`src/rtl/foc_map.vh`:
```
// Register map, field positions, reset values and time base constants
// for the oscillator offset compensation block.
// Assumes a byte-wide register port and a nominal 32.768 kHz oscillator.
`ifndef FOC_MAP_VH
`define FOC_MAP_VH

// Register offset and reset value
`define FOC_ADDR_FREQ_CORR   8'h02
`define FOC_FREQ_CORR_RST    8'h00

// Field layout of frequency_correction
`define FOC_MODE_BIT         7
`define FOC_OFFS_MSB         6
`define FOC_OFFS_LSB         0

// Time base, printed figures in their own units
`define FOC_OSC_HZ           32768
`define FOC_NORM_PERIOD_S    7200
`define FOC_FAST_PERIOD_S    240

// Step size per LSB in units of 0.001 ppm (informational)
`define FOC_PPM_NORM_MILLI   4340
`define FOC_PPM_FAST_MILLI   4069

// Compensated ticks per half period of the 1 Hz output
`define FOC_HALF_SEC_TICKS   16384

// Widths
`define FOC_PERIOD_W         28
`define FOC_PRESC_W          14
`define FOC_PEND_W           7

`endif

```
`src/rtl/foc_pin_sync.v`:
```
// Two-stage synchroniser with rising edge detect for the oscillator pin.
// Assumes the pin toggles far slower than clk.
`timescale 1ns/10ps
module foc_pin_sync
(
   clk,
   reset_n,
   pin_in,
   rise_pulse
);
   input  wire clk;
   input  wire reset_n;
   input  wire pin_in;
   output wire rise_pulse;

   reg         meta_ff;
   reg         sync_ff;
   reg         prev_ff;

   ////////////////////////////////////////////////////////////////////////
   // First stage feeds only the second stage
   always @(posedge clk or negedge reset_n)
   begin
      if (!reset_n)
      begin
         meta_ff <= 1'b0;
         sync_ff <= 1'b0;
         prev_ff <= 1'b0;
      end
      else
      begin
         meta_ff <= pin_in;
         sync_ff <= meta_ff;
         prev_ff <= sync_ff;
      end
   end

   assign rise_pulse = sync_ff & ~prev_ff;

endmodule // foc_pin_sync

```
`src/rtl/foc_comp_core.v`:
```
// Oscillator offset compensation: one byte register with a mode bit and
// a signed correction value; inserts or removes timekeeping ticks once
// per correction period and derives the 1 Hz clock output from them.
// Assumes osc_in is the raw 32.768 kHz oscillator, asynchronous to clk,
// and that the serial host front end drives the byte register port.
//
// Contract
// Correction runs every two hours with mode 0, every 4 minutes with 1.
// Bits 6 to 0 are a two's complement step count, -64 to +63.
// Normal mode step shifts output frequency 4.34 ppm at 32.768 kHz; code adds or removes one tick per 7200 s, about 0.0042 ppm.
// Fast mode step shifts output frequency 4.069 ppm at 32.768 kHz; code adds or removes one tick per 240 s, about 0.127 ppm.
// Issue signed pulse count equal to value; +63 adds, -1 removes one.
// New settings apply at next correction instant, never mid-correction.
`timescale 1ns/10ps
`include "foc_map.vh"
module foc_comp_core
#(
   parameter NORM_TICKS = `FOC_NORM_PERIOD_S * `FOC_OSC_HZ,
   parameter FAST_TICKS = `FOC_FAST_PERIOD_S * `FOC_OSC_HZ
)
(
   clk,
   reset_n,
   osc_in,
   reg_addr,
   reg_wr_en,
   reg_rd_en,
   reg_wdata,
   reg_rdata,
   comp_tick,
   clock_output_pin,
   comp_busy
);
   input  wire       clk;
   input  wire       reset_n;
   input  wire       osc_in;
   input  wire [7:0] reg_addr;
   input  wire       reg_wr_en;
   input  wire       reg_rd_en;
   input  wire [7:0] reg_wdata;
   output wire [7:0] reg_rdata;
   output wire       comp_tick;
   output wire       clock_output_pin;
   output wire       comp_busy;

   localparam [1:0] ST_IDLE = 2'h0;
   localparam [1:0] ST_ADD  = 2'h1;
   localparam [1:0] ST_SUB  = 2'h2;

   // Terminal counts worked out at full width, then cut to the counters
   localparam integer NORM_LAST_I  = NORM_TICKS - 1;
   localparam integer FAST_LAST_I  = FAST_TICKS - 1;
   localparam integer PRESC_LAST_I = `FOC_HALF_SEC_TICKS - 1;
   localparam [`FOC_PERIOD_W-1:0] NORM_LAST =
      NORM_LAST_I[`FOC_PERIOD_W-1:0];
   localparam [`FOC_PERIOD_W-1:0] FAST_LAST =
      FAST_LAST_I[`FOC_PERIOD_W-1:0];
   localparam [`FOC_PRESC_W-1:0] PRESC_LAST =
      PRESC_LAST_I[`FOC_PRESC_W-1:0];

   reg  [7:0]               freq_corr_ff;
   reg  [7:0]               rdata_ff;
   reg                      act_mode_ff;
   reg  [`FOC_PERIOD_W-1:0] period_cnt_ff;
   reg  [`FOC_PERIOD_W-1:0] nxt_period_cnt;
   reg  [1:0]               state_ff;
   reg  [1:0]               nxt_state;
   reg  [`FOC_PEND_W-1:0]   pend_ff;
   reg  [`FOC_PEND_W-1:0]   nxt_pend;
   reg                      tick_dly_ff;
   reg                      comp_tick_ff;
   reg                      nxt_comp_tick;
   reg  [`FOC_PRESC_W-1:0]  presc_ff;
   reg                      clk_out_ff;
   wire                     osc_tick;
   wire                     period_end;
   wire [`FOC_PERIOD_W-1:0] period_last;

   // Magnitude of a two's complement step count, 1 to 64 for negatives
   function [`FOC_PEND_W-1:0] step_mag;
      input [`FOC_OFFS_MSB:`FOC_OFFS_LSB] val;
      begin
         if (val[`FOC_OFFS_MSB])
            step_mag = (~val) + 7'h01;
         else
            step_mag = val;
      end
   endfunction

   // Address decode, shared by the write and the read path
   function is_corr_addr;
      input [7:0] addr;
      begin
         is_corr_addr = (addr == `FOC_ADDR_FREQ_CORR);
      end
   endfunction

   ////////////////////////////////////////////////////////////////////////
   // Oscillator pin, synchronised before use
   foc_pin_sync u_osc_sync
   (
      .clk        (clk),
      .reset_n    (reset_n),
      .pin_in     (osc_in),
      .rise_pulse (osc_tick)
   );

   ////////////////////////////////////////////////////////////////////////
   // Register port
   always @(posedge clk or negedge reset_n)
   begin
      if (!reset_n)
      begin
         freq_corr_ff <= `FOC_FREQ_CORR_RST;
         rdata_ff     <= 8'h00;
      end
      else
      begin
         if (reg_wr_en && is_corr_addr(reg_addr))
            freq_corr_ff <= reg_wdata;
         if (reg_rd_en)
         begin
            if (is_corr_addr(reg_addr))
               rdata_ff <= freq_corr_ff;
            else
               rdata_ff <= 8'h00;
         end
      end
   end

   assign reg_rdata = rdata_ff;

   ////////////////////////////////////////////////////////////////////////
   // Correction period, counted in raw oscillator ticks so the schedule
   // itself is not bent by the correction it applies
   assign period_last = act_mode_ff ? FAST_LAST : NORM_LAST;
   assign period_end  = osc_tick && (period_cnt_ff == period_last);

   always @*
   begin
      nxt_period_cnt = period_cnt_ff;
      if (period_end)
         nxt_period_cnt = {`FOC_PERIOD_W{1'b0}};
      else if (osc_tick)
         nxt_period_cnt = period_cnt_ff + 1'b1;
   end

   ////////////////////////////////////////////////////////////////////////
   // Pulse engine: positive values add ticks, negative values swallow
   always @*
   begin
      nxt_state     = state_ff;
      nxt_pend      = pend_ff;
      nxt_comp_tick = osc_tick;
      case (state_ff)
         ST_IDLE:
         begin
            if (period_end &&
                (freq_corr_ff[`FOC_OFFS_MSB:`FOC_OFFS_LSB] != 7'h00))
            begin
               nxt_pend = step_mag(freq_corr_ff[`FOC_OFFS_MSB:`FOC_OFFS_LSB]);
               if (freq_corr_ff[`FOC_OFFS_MSB])
                  nxt_state = ST_SUB;
               else
                  nxt_state = ST_ADD;
            end
         end
         ST_ADD:
         begin
            // Extra tick sits one cycle after a real one, never on top
            if (tick_dly_ff)
            begin
               nxt_comp_tick = 1'b1;
               nxt_pend      = pend_ff - 1'b1;
               if (pend_ff == 7'h01)
                  nxt_state = ST_IDLE;
            end
         end
         ST_SUB:
         begin
            if (osc_tick)
            begin
               nxt_comp_tick = 1'b0;
               nxt_pend      = pend_ff - 1'b1;
               if (pend_ff == 7'h01)
                  nxt_state = ST_IDLE;
            end
         end
         default:
         begin
            nxt_state = ST_IDLE;
            nxt_pend  = {`FOC_PEND_W{1'b0}};
         end
      endcase
   end

   always @(posedge clk or negedge reset_n)
   begin
      if (!reset_n)
      begin
         act_mode_ff   <= 1'b0;
         period_cnt_ff <= {`FOC_PERIOD_W{1'b0}};
         state_ff      <= ST_IDLE;
         pend_ff       <= {`FOC_PEND_W{1'b0}};
         tick_dly_ff   <= 1'b0;
         comp_tick_ff  <= 1'b0;
      end
      else
      begin
         // Mode only changes at an instant, so a new write cannot
         // stretch or cut the period now running
         if (period_end)
            act_mode_ff <= freq_corr_ff[`FOC_MODE_BIT];
         period_cnt_ff <= nxt_period_cnt;
         state_ff      <= nxt_state;
         pend_ff       <= nxt_pend;
         tick_dly_ff   <= osc_tick;
         comp_tick_ff  <= nxt_comp_tick;
      end
   end

   assign comp_tick = comp_tick_ff;
   assign comp_busy = (state_ff != ST_IDLE);

   ////////////////////////////////////////////////////////////////////////
   // 1 Hz output from compensated ticks; one tick per period shifts it by
   // one step, hence the ppm size follows the period length
   always @(posedge clk or negedge reset_n)
   begin
      if (!reset_n)
      begin
         presc_ff   <= {`FOC_PRESC_W{1'b0}};
         clk_out_ff <= 1'b0;
      end
      else if (comp_tick_ff)
      begin
         if (presc_ff == PRESC_LAST)
         begin
            presc_ff   <= {`FOC_PRESC_W{1'b0}};
            clk_out_ff <= ~clk_out_ff;
         end
         else
            presc_ff <= presc_ff + 1'b1;
      end
   end

   assign clock_output_pin = clk_out_ff;

endmodule // foc_comp_core

```
`config.mk`:
```
export PLATFORM = sky130hd
export DESIGN_NAME = foc_comp_core
export DESIGN_NICKNAME = d
export VERILOG_FILES = /design/src/rtl/foc_pin_sync.v /design/src/rtl/foc_comp_core.v
export VERILOG_INCLUDE_DIRS = /design/src /design/src/rtl
export SDC_FILE = /design/constraint.sdc
export NUM_CORES = 1
export LEC_CHECK = 0
export BUFFER_PORTS_ARGS = -buffer_cell sky130_fd_sc_hd__buf_2
export CELL_PAD_IN_SITES_DETAIL_PLACEMENT = 1
export CELL_PAD_IN_SITES_GLOBAL_PLACEMENT = 2
export CORE_MARGIN = 4
export CORE_UTILIZATION = 40
export CTS_BUF_LIST = sky130_fd_sc_hd__clkbuf_4 sky130_fd_sc_hd__clkbuf_8
export DETAILED_ROUTE_END_ITERATION = 16
export PLACE_DENSITY = 0.92
export SLEW_MARGIN = 20
export SYNTH_ARGS = -nofsm -noshare
export SYNTH_HDL_FRONTEND = slang
export SYNTH_SLANG_ARGS = --single-unit
```
`constraint.sdc`:
```
create_clock -name clk -period 2.4 [get_ports clk]
set_clock_uncertainty 0.05 [all_clocks]
set_input_delay 0.6 -clock clk [delete_from_list [all_inputs] [get_ports clk]]
set_output_delay 0.6 -clock clk [all_outputs]
set_load 0.02 [all_outputs]
```
==> run metrics, run 1 <==
most frequent cell after synthesis dfrtp_1; Placed Instance Area 0.00420 mm^2; Setup crit start kind flip-flop; RSZ-0062 raised after global routing false; Die Span Y 106 um; CP peak stage delay 0.44 ns; most instantiated cells after synthesis dfrtp_1 (74), nand2_1 (33), nor2_1 (33), inv_1 (27), xnor2_1 (23); Post-synth EDFFs 0; fin crit period 2.28 ns; H-tree depth 3; largest net degree at the start of global routing 39; Mapped Nets 413; Crit Path Class reg2out; Hold Fails Final Rpt 0; max cap viols 0; Fillers 1073; Initial Util 41.4%; dpl hpwl 6.52 mm; area of the multi-input gates 0.00186 mm^2; Worst-path clk slew 0.09 ns; Syn Area/Cell 10.1 um^2; Relative slew margins 56.9%; Worst-Skew Late Latency 0.36 ns; via/cell ratio 5.27; Power Dens Cells 588 mW/mm^2; Final Cell Area 0.00438 mm^2; initial antenna violation count 0; vias in the first global route 3175; Worst R2R Start freq_corr_ff[0]; die area 0.0113 mm^2; floorplan row count 35; fmax 438 MHz; synthesized area 0.00387 mm^2; Clock Sinks 74; Worst-Margin Slew 0.639 ns; Clock Tree Root clkbuf_8; Max Slew Vio Count 0; sequential area share after synthesis 47.9%; Reg area 0.00185 mm^2; CP arrival 1.63 ns; DRT iter0 DRCs 107; Syn. warnings 0; outcome complete, no violations; io pins 32; top cells by area, synth dfrtp_1 (48%), xnor2_1 (5.2%), nand2_1 (3.2%); CTS buffer count 9; first-pass GRT wire length 15.4 mm; Synth area leader dfrtp_1; number of inserted diodes 0; Total Routing Usage GR 17.0%; WL/cell 15.9 um; Synth Instances 383; fin crit share 95.1%; I/O Buffers 31; crit end category output port; Post-CTS Setup Bufs 0; CP required 1.75 ns; Yosys reg bits 74; TNS Setup 0 ns; synth unique cells 59; Synth top area share 47.9%; Crit path top cell by count inv_1; Core Footprint 0.00933 mm^2; # setup viols final 0; Register-to-Register Path Depth 7; Async SR Flop Fraction 100%; worst-path maximum fanout 9; VDD IR max 0.267 mV; Main synth FF type dfrtp_1; CP max-delay cell dfrtp_1; Reg2Reg Setup Slack 0.20 ns; Vias 2934; DRC 0; CTS Buffer Depth 2; leak pwr 1.97 nW; worst hold path type in2async; Hold Slack 0.158 ns; drt pass-1 iters 4; Routed Antenna Nets 0; nets 453; area delta synth->final 13.3%; r2r endpoint pend_ff[0]; critical path, cell by cell inv_1 > ha_2 > inv_1 > buf_2; grt ovf 0; GPL Wtd Cong 0.815; TritonCTS clock tree yes; DRT Wirelength 8.86 mm; share of cells above drive strength 1 19.2%; Die X 106 um; Worst Slack Setup Final 0.117 ns; dpl ws 0.208 ns
==> cells in the final DEF, fill, tap and decap left out, drive strengths merged, types with 4 or more instances in the layout <==
| cell type | count |
|---|---|
| and3 | 7 |
| mux2 | 12 |
| buf | 38 |
| nand2b | 7 |
| nor4 | 10 |
| nand2 | 33 |
| nand4 | 13 |
| o22ai | 9 |
| xnor2 | 23 |
| dfrtp | 74 |
| xor2 | 14 |
| a21oi | 9 |
| clkbuf | 10 |
| nor2 | 33 |
| nor4b | 4 |
| inv | 27 |
| nor3 | 5 |
| clkinvlp | 4 |
| or3 | 4 |
| o21ai | 19 |
| ha | 9 |
| nand3 | 15 |
| nor2b | 4 |
==> per-layer routing <==
metal  wire length (um)  global-route usage [%]
met5                  0                       0
met4                 72                    4.63
met3                282                    4.31
met2               4320                    29.2
met1               4190                    21.1
==> timing repair <==
action	4_1_cts	5_1_grt
endpoints found under the hold margin	0	0
setup endpoints to repair	0	1
hold buffers	0	0
resized for setup	0	1
==> area by class of cell <==
cell class	count	share of cell area (%)
timing repair buffer	38	5.08
clock inverter	6	0.999
multi-input combinational	272	42.5
tap	129	3.68
clock buffer	10	3.00
inverter	28	2.51
sequential	74	42.3
==> cells by family after synthesis <==
family	count (synthesis)	synth area share (%)
and+or+nand+nor	148	21.8
DFF	74	47.9
xor gates and xnor gates	37	8.38
AOI/OAI and AO/OA	65	11.0
muxes	13	3.95
buffers and inverters	37	4.05
adders and majority gates	9	2.91
==> critical path: cells and delay by family (launching register included) <==
kind	cells	cell delay [ns]
buffers and inverters	3	0.58
flip-flops	1	0.44
adder cells (fa/ha/maj)	1	0.26
==> per-stage QoR <==
stage | power [W] | std cells | util (%)
floorplan | 0.00161 | 383 | -
global placement | 0.00171 | 541 | 45.1
detailed placement | 0.00173 | 541 | 45.1
CTS | 0.00262 | 557 | 46.9
global route | 0.00273 | 557 | 47.0
finish | 0.00258 | 557 | 47.0
==> registers in the layout, summed over array words and instances (netlist names) <==
| register | flops |
|---|---|
| period_cnt_ff | 28 |
| presc_ff | 14 |
| act_mode_ff | 1 |
| freq_corr_ff | 8 |
| u_osc_sync.prev_ff | 1 |
| state_ff | 2 |
| reg_rdata | 8 |
| pend_ff | 7 |
| clock_output_pin | 1 |
| u_osc_sync.sync_ff | 1 |
| tick_dly_ff | 1 |
| comp_tick | 1 |
| u_osc_sync.meta_ff | 1 |
==> power by group <==
part           switching, W  total, W  internal (W)
clock              0.000487  0.000873      0.000386
combinational      0.000135  0.000265      0.000130
sequential         0.000102   0.00144       0.00134
==> worst max path at each step <==
stage                          from         end  cells past startpoint
floorplan           freq_corr_ff[0]  pend_ff[0]                      7
global placement    freq_corr_ff[0]  pend_ff[1]                      7
detailed placement  freq_corr_ff[0]  pend_ff[0]                      7
CTS                     state_ff[0]   comp_busy                      4
global route            state_ff[0]   comp_busy                      4
finish                  state_ff[0]   comp_busy                      4
Power figures use the tool's default switching activity.
==> inputs of run 2 (changes only) <==
Settings changed: SETUP_SLACK_MARGIN set to 0.5.
==> run 2 against run 1 <==
Net effect: combinational power rose by 48%; die area unchanged; hold slack got worse by 0.060 ns; global-route usage up 2.6 points; first-iteration DRC count increased by 43%; sequential power is essentially flat; core utilization increased by 6.5 points; clock-buffer cell count increased by 1; via count rose by 10%; routed wire length grew 19%; largest power group unchanged.
==> run metrics, run 2 (synthesis results as in run 1) <==
Relative slew margins 53.4% (-3.5 points); CTS Hold Bufs 0 (unchanged); Setup crit start kind flip-flop; Clock Tree Root clkbuf_8; Power Dens Cells 594 mW/mm^2 (+0.93%); first-pass GRT wire length 17.6 mm (+14%); initial antenna violation count 0 (unchanged); Worst-Skew Late Latency 0.36 ns (about the same); fmax 490 MHz (+12%); Die Span Y 106 um (unchanged); VDD IR max 0.548 mV (+110%); floorplan row count 35 (unchanged); io pins 32 (unchanged); Worst-path clk slew 0.09 ns (about the same); Register-to-Register Path Depth 6 (-1); RSZ-0062 raised after global routing true; dpl hpwl 6.53 mm (about the same); nets 494 (+9.1%); die area 0.0113 mm^2 (unchanged); share of cells above drive strength 1 34.3% (+15 points); fin crit period 2.04 ns (-0.243 ns); drt pass-1 iters 4 (unchanged); max cap viols 0 (unchanged); Placed Instances 540 (-0.18%); DRT Wirelength 10.6 mm (+19%); largest net degree at the start of global routing 48 (+23%); outcome complete, no violations; GPL Wtd Cong 0.878 (+7.7%); WL/cell 17.7 um (+11%); via/cell ratio 5.41 (+2.6%); grt ovf 0 (unchanged); I/O Buffers 31 (unchanged); Hold Fails Final Rpt 0 (unchanged); Vias 3233 (+10%); Total Routing Usage GR 19.5% (+2.6 points); DRT iter0 DRCs 153 (+43%); Core Footprint 0.00933 mm^2 (unchanged); Clock Sinks 74 (unchanged); area delta synth->final 29.0%; worst-path maximum fanout 4 (-5); TNS Setup 0 ns (unchanged); crit end category flip-flop; most flop-heavy register period_cnt_ff; Crit Path Class reg2reg; Routed Antenna Nets 0 (unchanged); most common cell after layout, fill and taps aside dfrtp_1; Largest register FFs 28 (unchanged); r2r endpoint pend_ff[4]; vias in the first global route 3542 (+12%); # setup viols final 0 (unchanged); DRC 0 (unchanged); CP Launch Point period_cnt_ff[26]; fin crit share 85.0% (-10 points); Largest regs period_cnt_ff (28), presc_ff (14); Worst R2R Start period_cnt_ff[26]; Worst-Margin Slew 0.694 ns (+0.0545 ns); TritonCTS clock tree yes; Initial Util 41.4% (unchanged); Layout Cells excl Fill 598 (+7.4%); CTS Buffer Depth 2 (unchanged); CTS buffer count 9 (unchanged); leak pwr 2.24 nW (+13%); most frequent cells in the layout dfrtp_1 (67), buf_4 (40), nand2_1 (33); Die X 106 um (unchanged); number of inserted diodes 0 (unchanged); CP arrival 2.26 ns (+0.63 ns); worst hold path type in2async; H-tree depth 3 (unchanged); Max Slew Vio Count 0 (unchanged); Reg2Reg Setup Slack 0.36 ns (+0.16 ns); CP required 2.62 ns (+0.87 ns); CP Capture Point pend_ff[4]
-- run 2: cell types whose count changed in the layout (fill, tap and decap cells not counted), sizes merged --
| cell | previous run | this run |
|---|---|---|
| bufinv | 0 | 2 |
| clkinvlp | 4 | 1 |
| buf | 38 | 79 |
| clkbuf | 10 | 11 |
| clkinv | 3 | 2 |
| inv | 27 | 28 |
-- run 2: power by group --
| part | leakage [nW] | total (W) | switching, W | internal, W |
|---|---|---|---|---|
| Combinational | 1.12 | 0.000391 | 0.000186 | 0.000205 |
| Clock | 0.116 | 0.00114 | 0.000491 | 0.000648 |
| Sequential | 0.995 | 0.00143 | 0.0000949 | 0.00134 |
-- run 2: metrics by stage --
step | setup slack, ns | instance area [um^2] | util, % | hold WS, ns | power (W)
floorplan | 0.421 | 3880 | - | 0.254 | 0.00162
global placement | 0.250 | 4210 | 45.1 | 0.285 | 0.00172
detailed placement | 0.187 | 4210 | 45.1 | 0.286 | 0.00174
CTS | 0.388 | 4860 | 52.1 | 0.0935 | 0.00297
global route | 0.312 | 4990 | 53.5 | 0.111 | 0.00310
finish | 0.360 | 4990 | 53.5 | 0.0979 | 0.00296
-- run 2: repair_timing --
action	4_1_cts	5_1_grt
hold endpoints to repair	0	0
setup buffers	31	11
setup endpoints to repair	19	29
gates resized for setup	43	17
pin swaps	19	12
-- run 2: metal layers --
layer	global-route usage [%]	routed length, um	vias up	part of all wire (%)
met4	6.85	200	0	1.9
met3	4.92	442	19	4.2
li1	-	-	1515	-
met2	34.4	5470	70	52
met1	23.0	4460	1629	42
met5	0	0	-	0
-- run 2: area by class of cell --
cell class / instances / area, um^2
clock buffers: 11 / 151
clock inverters: 5 / 85.1
fillers: 1044 / 4340
inverters: 28 / 110
multi-input cells: 272 / 2050
flip-flops and latches: 74 / 1860
well taps: 129 / 161
repair buffers: 79 / 567
-- run 2: critical path: stages, from the launching register on --
cell and delay, ns:
dfrtp_2 0.46, nor4b_4 0.34, o21ai_2 0.11, buf_4 0.14, nor4_1 0.52, a31oi_1 0.22
o221ai_2 0.12
-- run 2: worst min path at each step --
stage / endpoint / depth (start not counted) / slack (ns)
after floorplan: act_mode_ff / 0 / 0.25
after global placement: u_osc_sync.sync_ff / 0 / 0.29
after detailed placement: u_osc_sync.sync_ff / 0 / 0.29
after CTS: period_cnt_ff[1] / 1 / 0.09
after global routing: period_cnt_ff[1] / 1 / 0.11
final: period_cnt_ff[17] / 1 / 0.1
==> inputs of run 3 (changes only) <==
Settings changed: PLACE_DENSITY 0.92 to 0.91.
==> run 3 against run 2 <==
Net effect: final cell count grew 2.2%; critical path depth increased by 1; register-to-register slack worse by 0.05 ns; via count grew 1.9%; flip-flop and latch count unchanged; critical endpoint is now pend_ff[1]; global-route usage fell by 0.35 points; hold slack better by 0.063 ns; combinational power is 2% higher; clock-buffer cell count stayed put; critical path type unchanged; fmax is 2.2% lower.
==> run metrics, run 3 (synthesis results as in run 1) <==
Largest register FFs 28 (unchanged); Hold Fails Final Rpt 0 (unchanged); area delta synth->final 31.3%; number of inserted diodes 0 (unchanged); most common cell after layout, fill and taps aside dfrtp_1; GPL Wtd Cong 0.838 (-4.5%); Worst-path clk slew 0.08 ns (about the same); Crit Path Class reg2reg; DRT Wirelength 10.8 mm (+1.8%); DRC 0 (unchanged); P_int 0.00216 W (-1.3%); H-tree depth 3 (unchanged); CTS Buffer Depth 2 (unchanged); # setup viols final 0 (unchanged); Core Footprint 0.00933 mm^2 (unchanged); dpl ws 0.261 ns (+0.0745 ns); Relative slew margins 57.8% (+4.4 points); first-pass GRT wire length 17.4 mm (-0.94%); Clk network pwr share 37.2% (-1.2 points); fin crit share 86.9% (+1.9 points); initial antenna violation count 0 (unchanged); die area 0.0113 mm^2 (unchanged); CP max-delay cell dfrtp_1; VDD IR max 0.310 mV (-43%); via/cell ratio 5.39 (-0.22%); critical path, cell by cell ha_2 > and4b_2 > nand4_1 > nor4_4 > buf_4 > o21a_4 > mux2_4; Vias 3296 (+1.9%); most frequent cells in the layout dfrtp_1 (72), buf_4 (50), nand2_1 (33); switching power 0.000758 W (-1.7%); CTS Hold Bufs 0 (unchanged); TNS Setup 0 ns (unchanged); nets 507 (+2.6%); Gate power share 13.6% (+0.4 points); worst-path maximum fanout 5 (+1); Die X 106 um (unchanged); WL/cell 17.6 um (-0.33%); floorplan row count 35 (unchanged); Switching Share 25.9% (-0.092 points); dpl hpwl 6.65 mm (+1.9%); Worst-Skew Late Latency 0.36 ns (about the same); Power Dens Cells 576 mW/mm^2 (-3.1%); DRT iter0 DRCs 115 (-25%); largest net degree at the start of global routing 38 (-21%); Worst-Margin Slew 0.628 ns (-0.0659 ns); io pins 32 (unchanged); fmax 479 MHz (-2.2%); TritonCTS clock tree yes; Initial Util 41.4% (unchanged); Largest regs period_cnt_ff (28), presc_ff (14); Routed Antenna Nets 0 (unchanged); grt ovf 0 (unchanged); Max Slew Vio Count 0 (unchanged); Total Routing Usage GR 19.2% (-0.35 points); crit end category flip-flop; leak pwr 2.32 nW (+3.7%); Hold Slack 0.161 ns (+0.0631 ns); CP arrival 2.28 ns (+0.02 ns); CP required 2.60 ns (-0.02 ns); max cap viols 0 (unchanged); worst path buffer plus inverter count 1 (unchanged); sequential fraction of design power 49.1% (+0.7 points); I/O Buffers 31 (unchanged); CTS buffer count 9 (unchanged); fin crit period 2.09 ns (+0.0461 ns); Clock Sinks 74 (unchanged); Clock Tree Root clkbuf_8; vias in the first global route 3438 (-2.9%); final core utilization 54.4% (+0.93 points); drt pass-1 iters 4 (unchanged); worst hold path type in2async; outcome complete, no violations; most flop-heavy register period_cnt_ff; CP peak stage delay 0.37 ns (-0.15 ns); Worst Slack Setup Final 0.314 ns (-0.0461 ns); RSZ-0062 raised after global routing true; critical path's top delay family simple AND/OR/NAND/NOR gates; Setup crit start kind flip-flop; Die Span Y 106 um (unchanged); share of cells above drive strength 1 36.3% (+2.0 points)
## run 3: final cells by class
class | count | area, um^2
multi-input combinational | 272 | 2060
inverter | 28 | 114
clock buffer | 11 | 139
tap | 129 | 161
fill | 1049 | 4250
clock inverter | 5 | 78.8
sequential | 74 | 1850
timing repair buffer | 92 | 669
## run 3: timing repair
action,in CTS,in global routing
gates resized for setup,33,30
hold endpoints to repair,0,0
endpoints found under the setup margin,19,28
buffers inserted,33,19
pin swaps,13,15
gates cloned,1,0
## run 3: power groups by stage
| stage | clock network, W | registers, W | logic (W) |
|---|---|---|---|
| after floorplan | 0 | 0.00144 | 0.000181 |
| after global placement | 0 | 0.00146 | 0.000252 |
| after detailed placement | 0 | 0.00147 | 0.000267 |
| after CTS | 0.00112 | 0.00144 | 0.000366 |
| after global routing | 0.00116 | 0.00145 | 0.000445 |
| final | 0.00109 | 0.00144 | 0.000399 |
## run 3: routing by layer
metal,up-vias,global-route usage (%),share of wire (%)
met2,60,33.7,51
met4,0,4.44,1.2
met1,1681,23.9,44
met5,-,0,0
met3,14,4.31,3.6
li1,1541,-,-
## run 3: worst register-to-register path: stages (launching register included)
cell,delay [ns]
dfrtp_1,0.37
ha_2,0.19
and4b_2,0.29
nand4_1,0.16
nor4_4,0.23
buf_4,0.18
o21a_4,0.19
mux2_4,0.32
## run 3: worst paths after layout
kind | start | end | slack (ns) | cells after the start
max in group asynchronous | reset_n | freq_corr_ff[0] | 1.57 | 2
worst max register to register | period_cnt_ff[0] | pend_ff[1] | 0.31 | 7
worst min-delay path | reset_n | presc_ff[5] | 0.16 | 1
worst min register to register | u_osc_sync.meta_ff | u_osc_sync.sync_ff | 0.31 | 0
worst max-delay path | period_cnt_ff[0] | pend_ff[1] | 0.31 | 7
min in group clk | osc_in | u_osc_sync.meta_ff | 0.30 | 1
## run 3: metrics by stage
step	std cells	power [W]	area (um^2)
6_report	611	0.00292	5070
3_5_place_dp	542	0.00173	4230
2_1_floorplan	383	0.00162	3880
4_1_cts	592	0.00292	4820
3_3_place_gp	542	0.00171	4230
5_1_grt	611	0.00306	5070
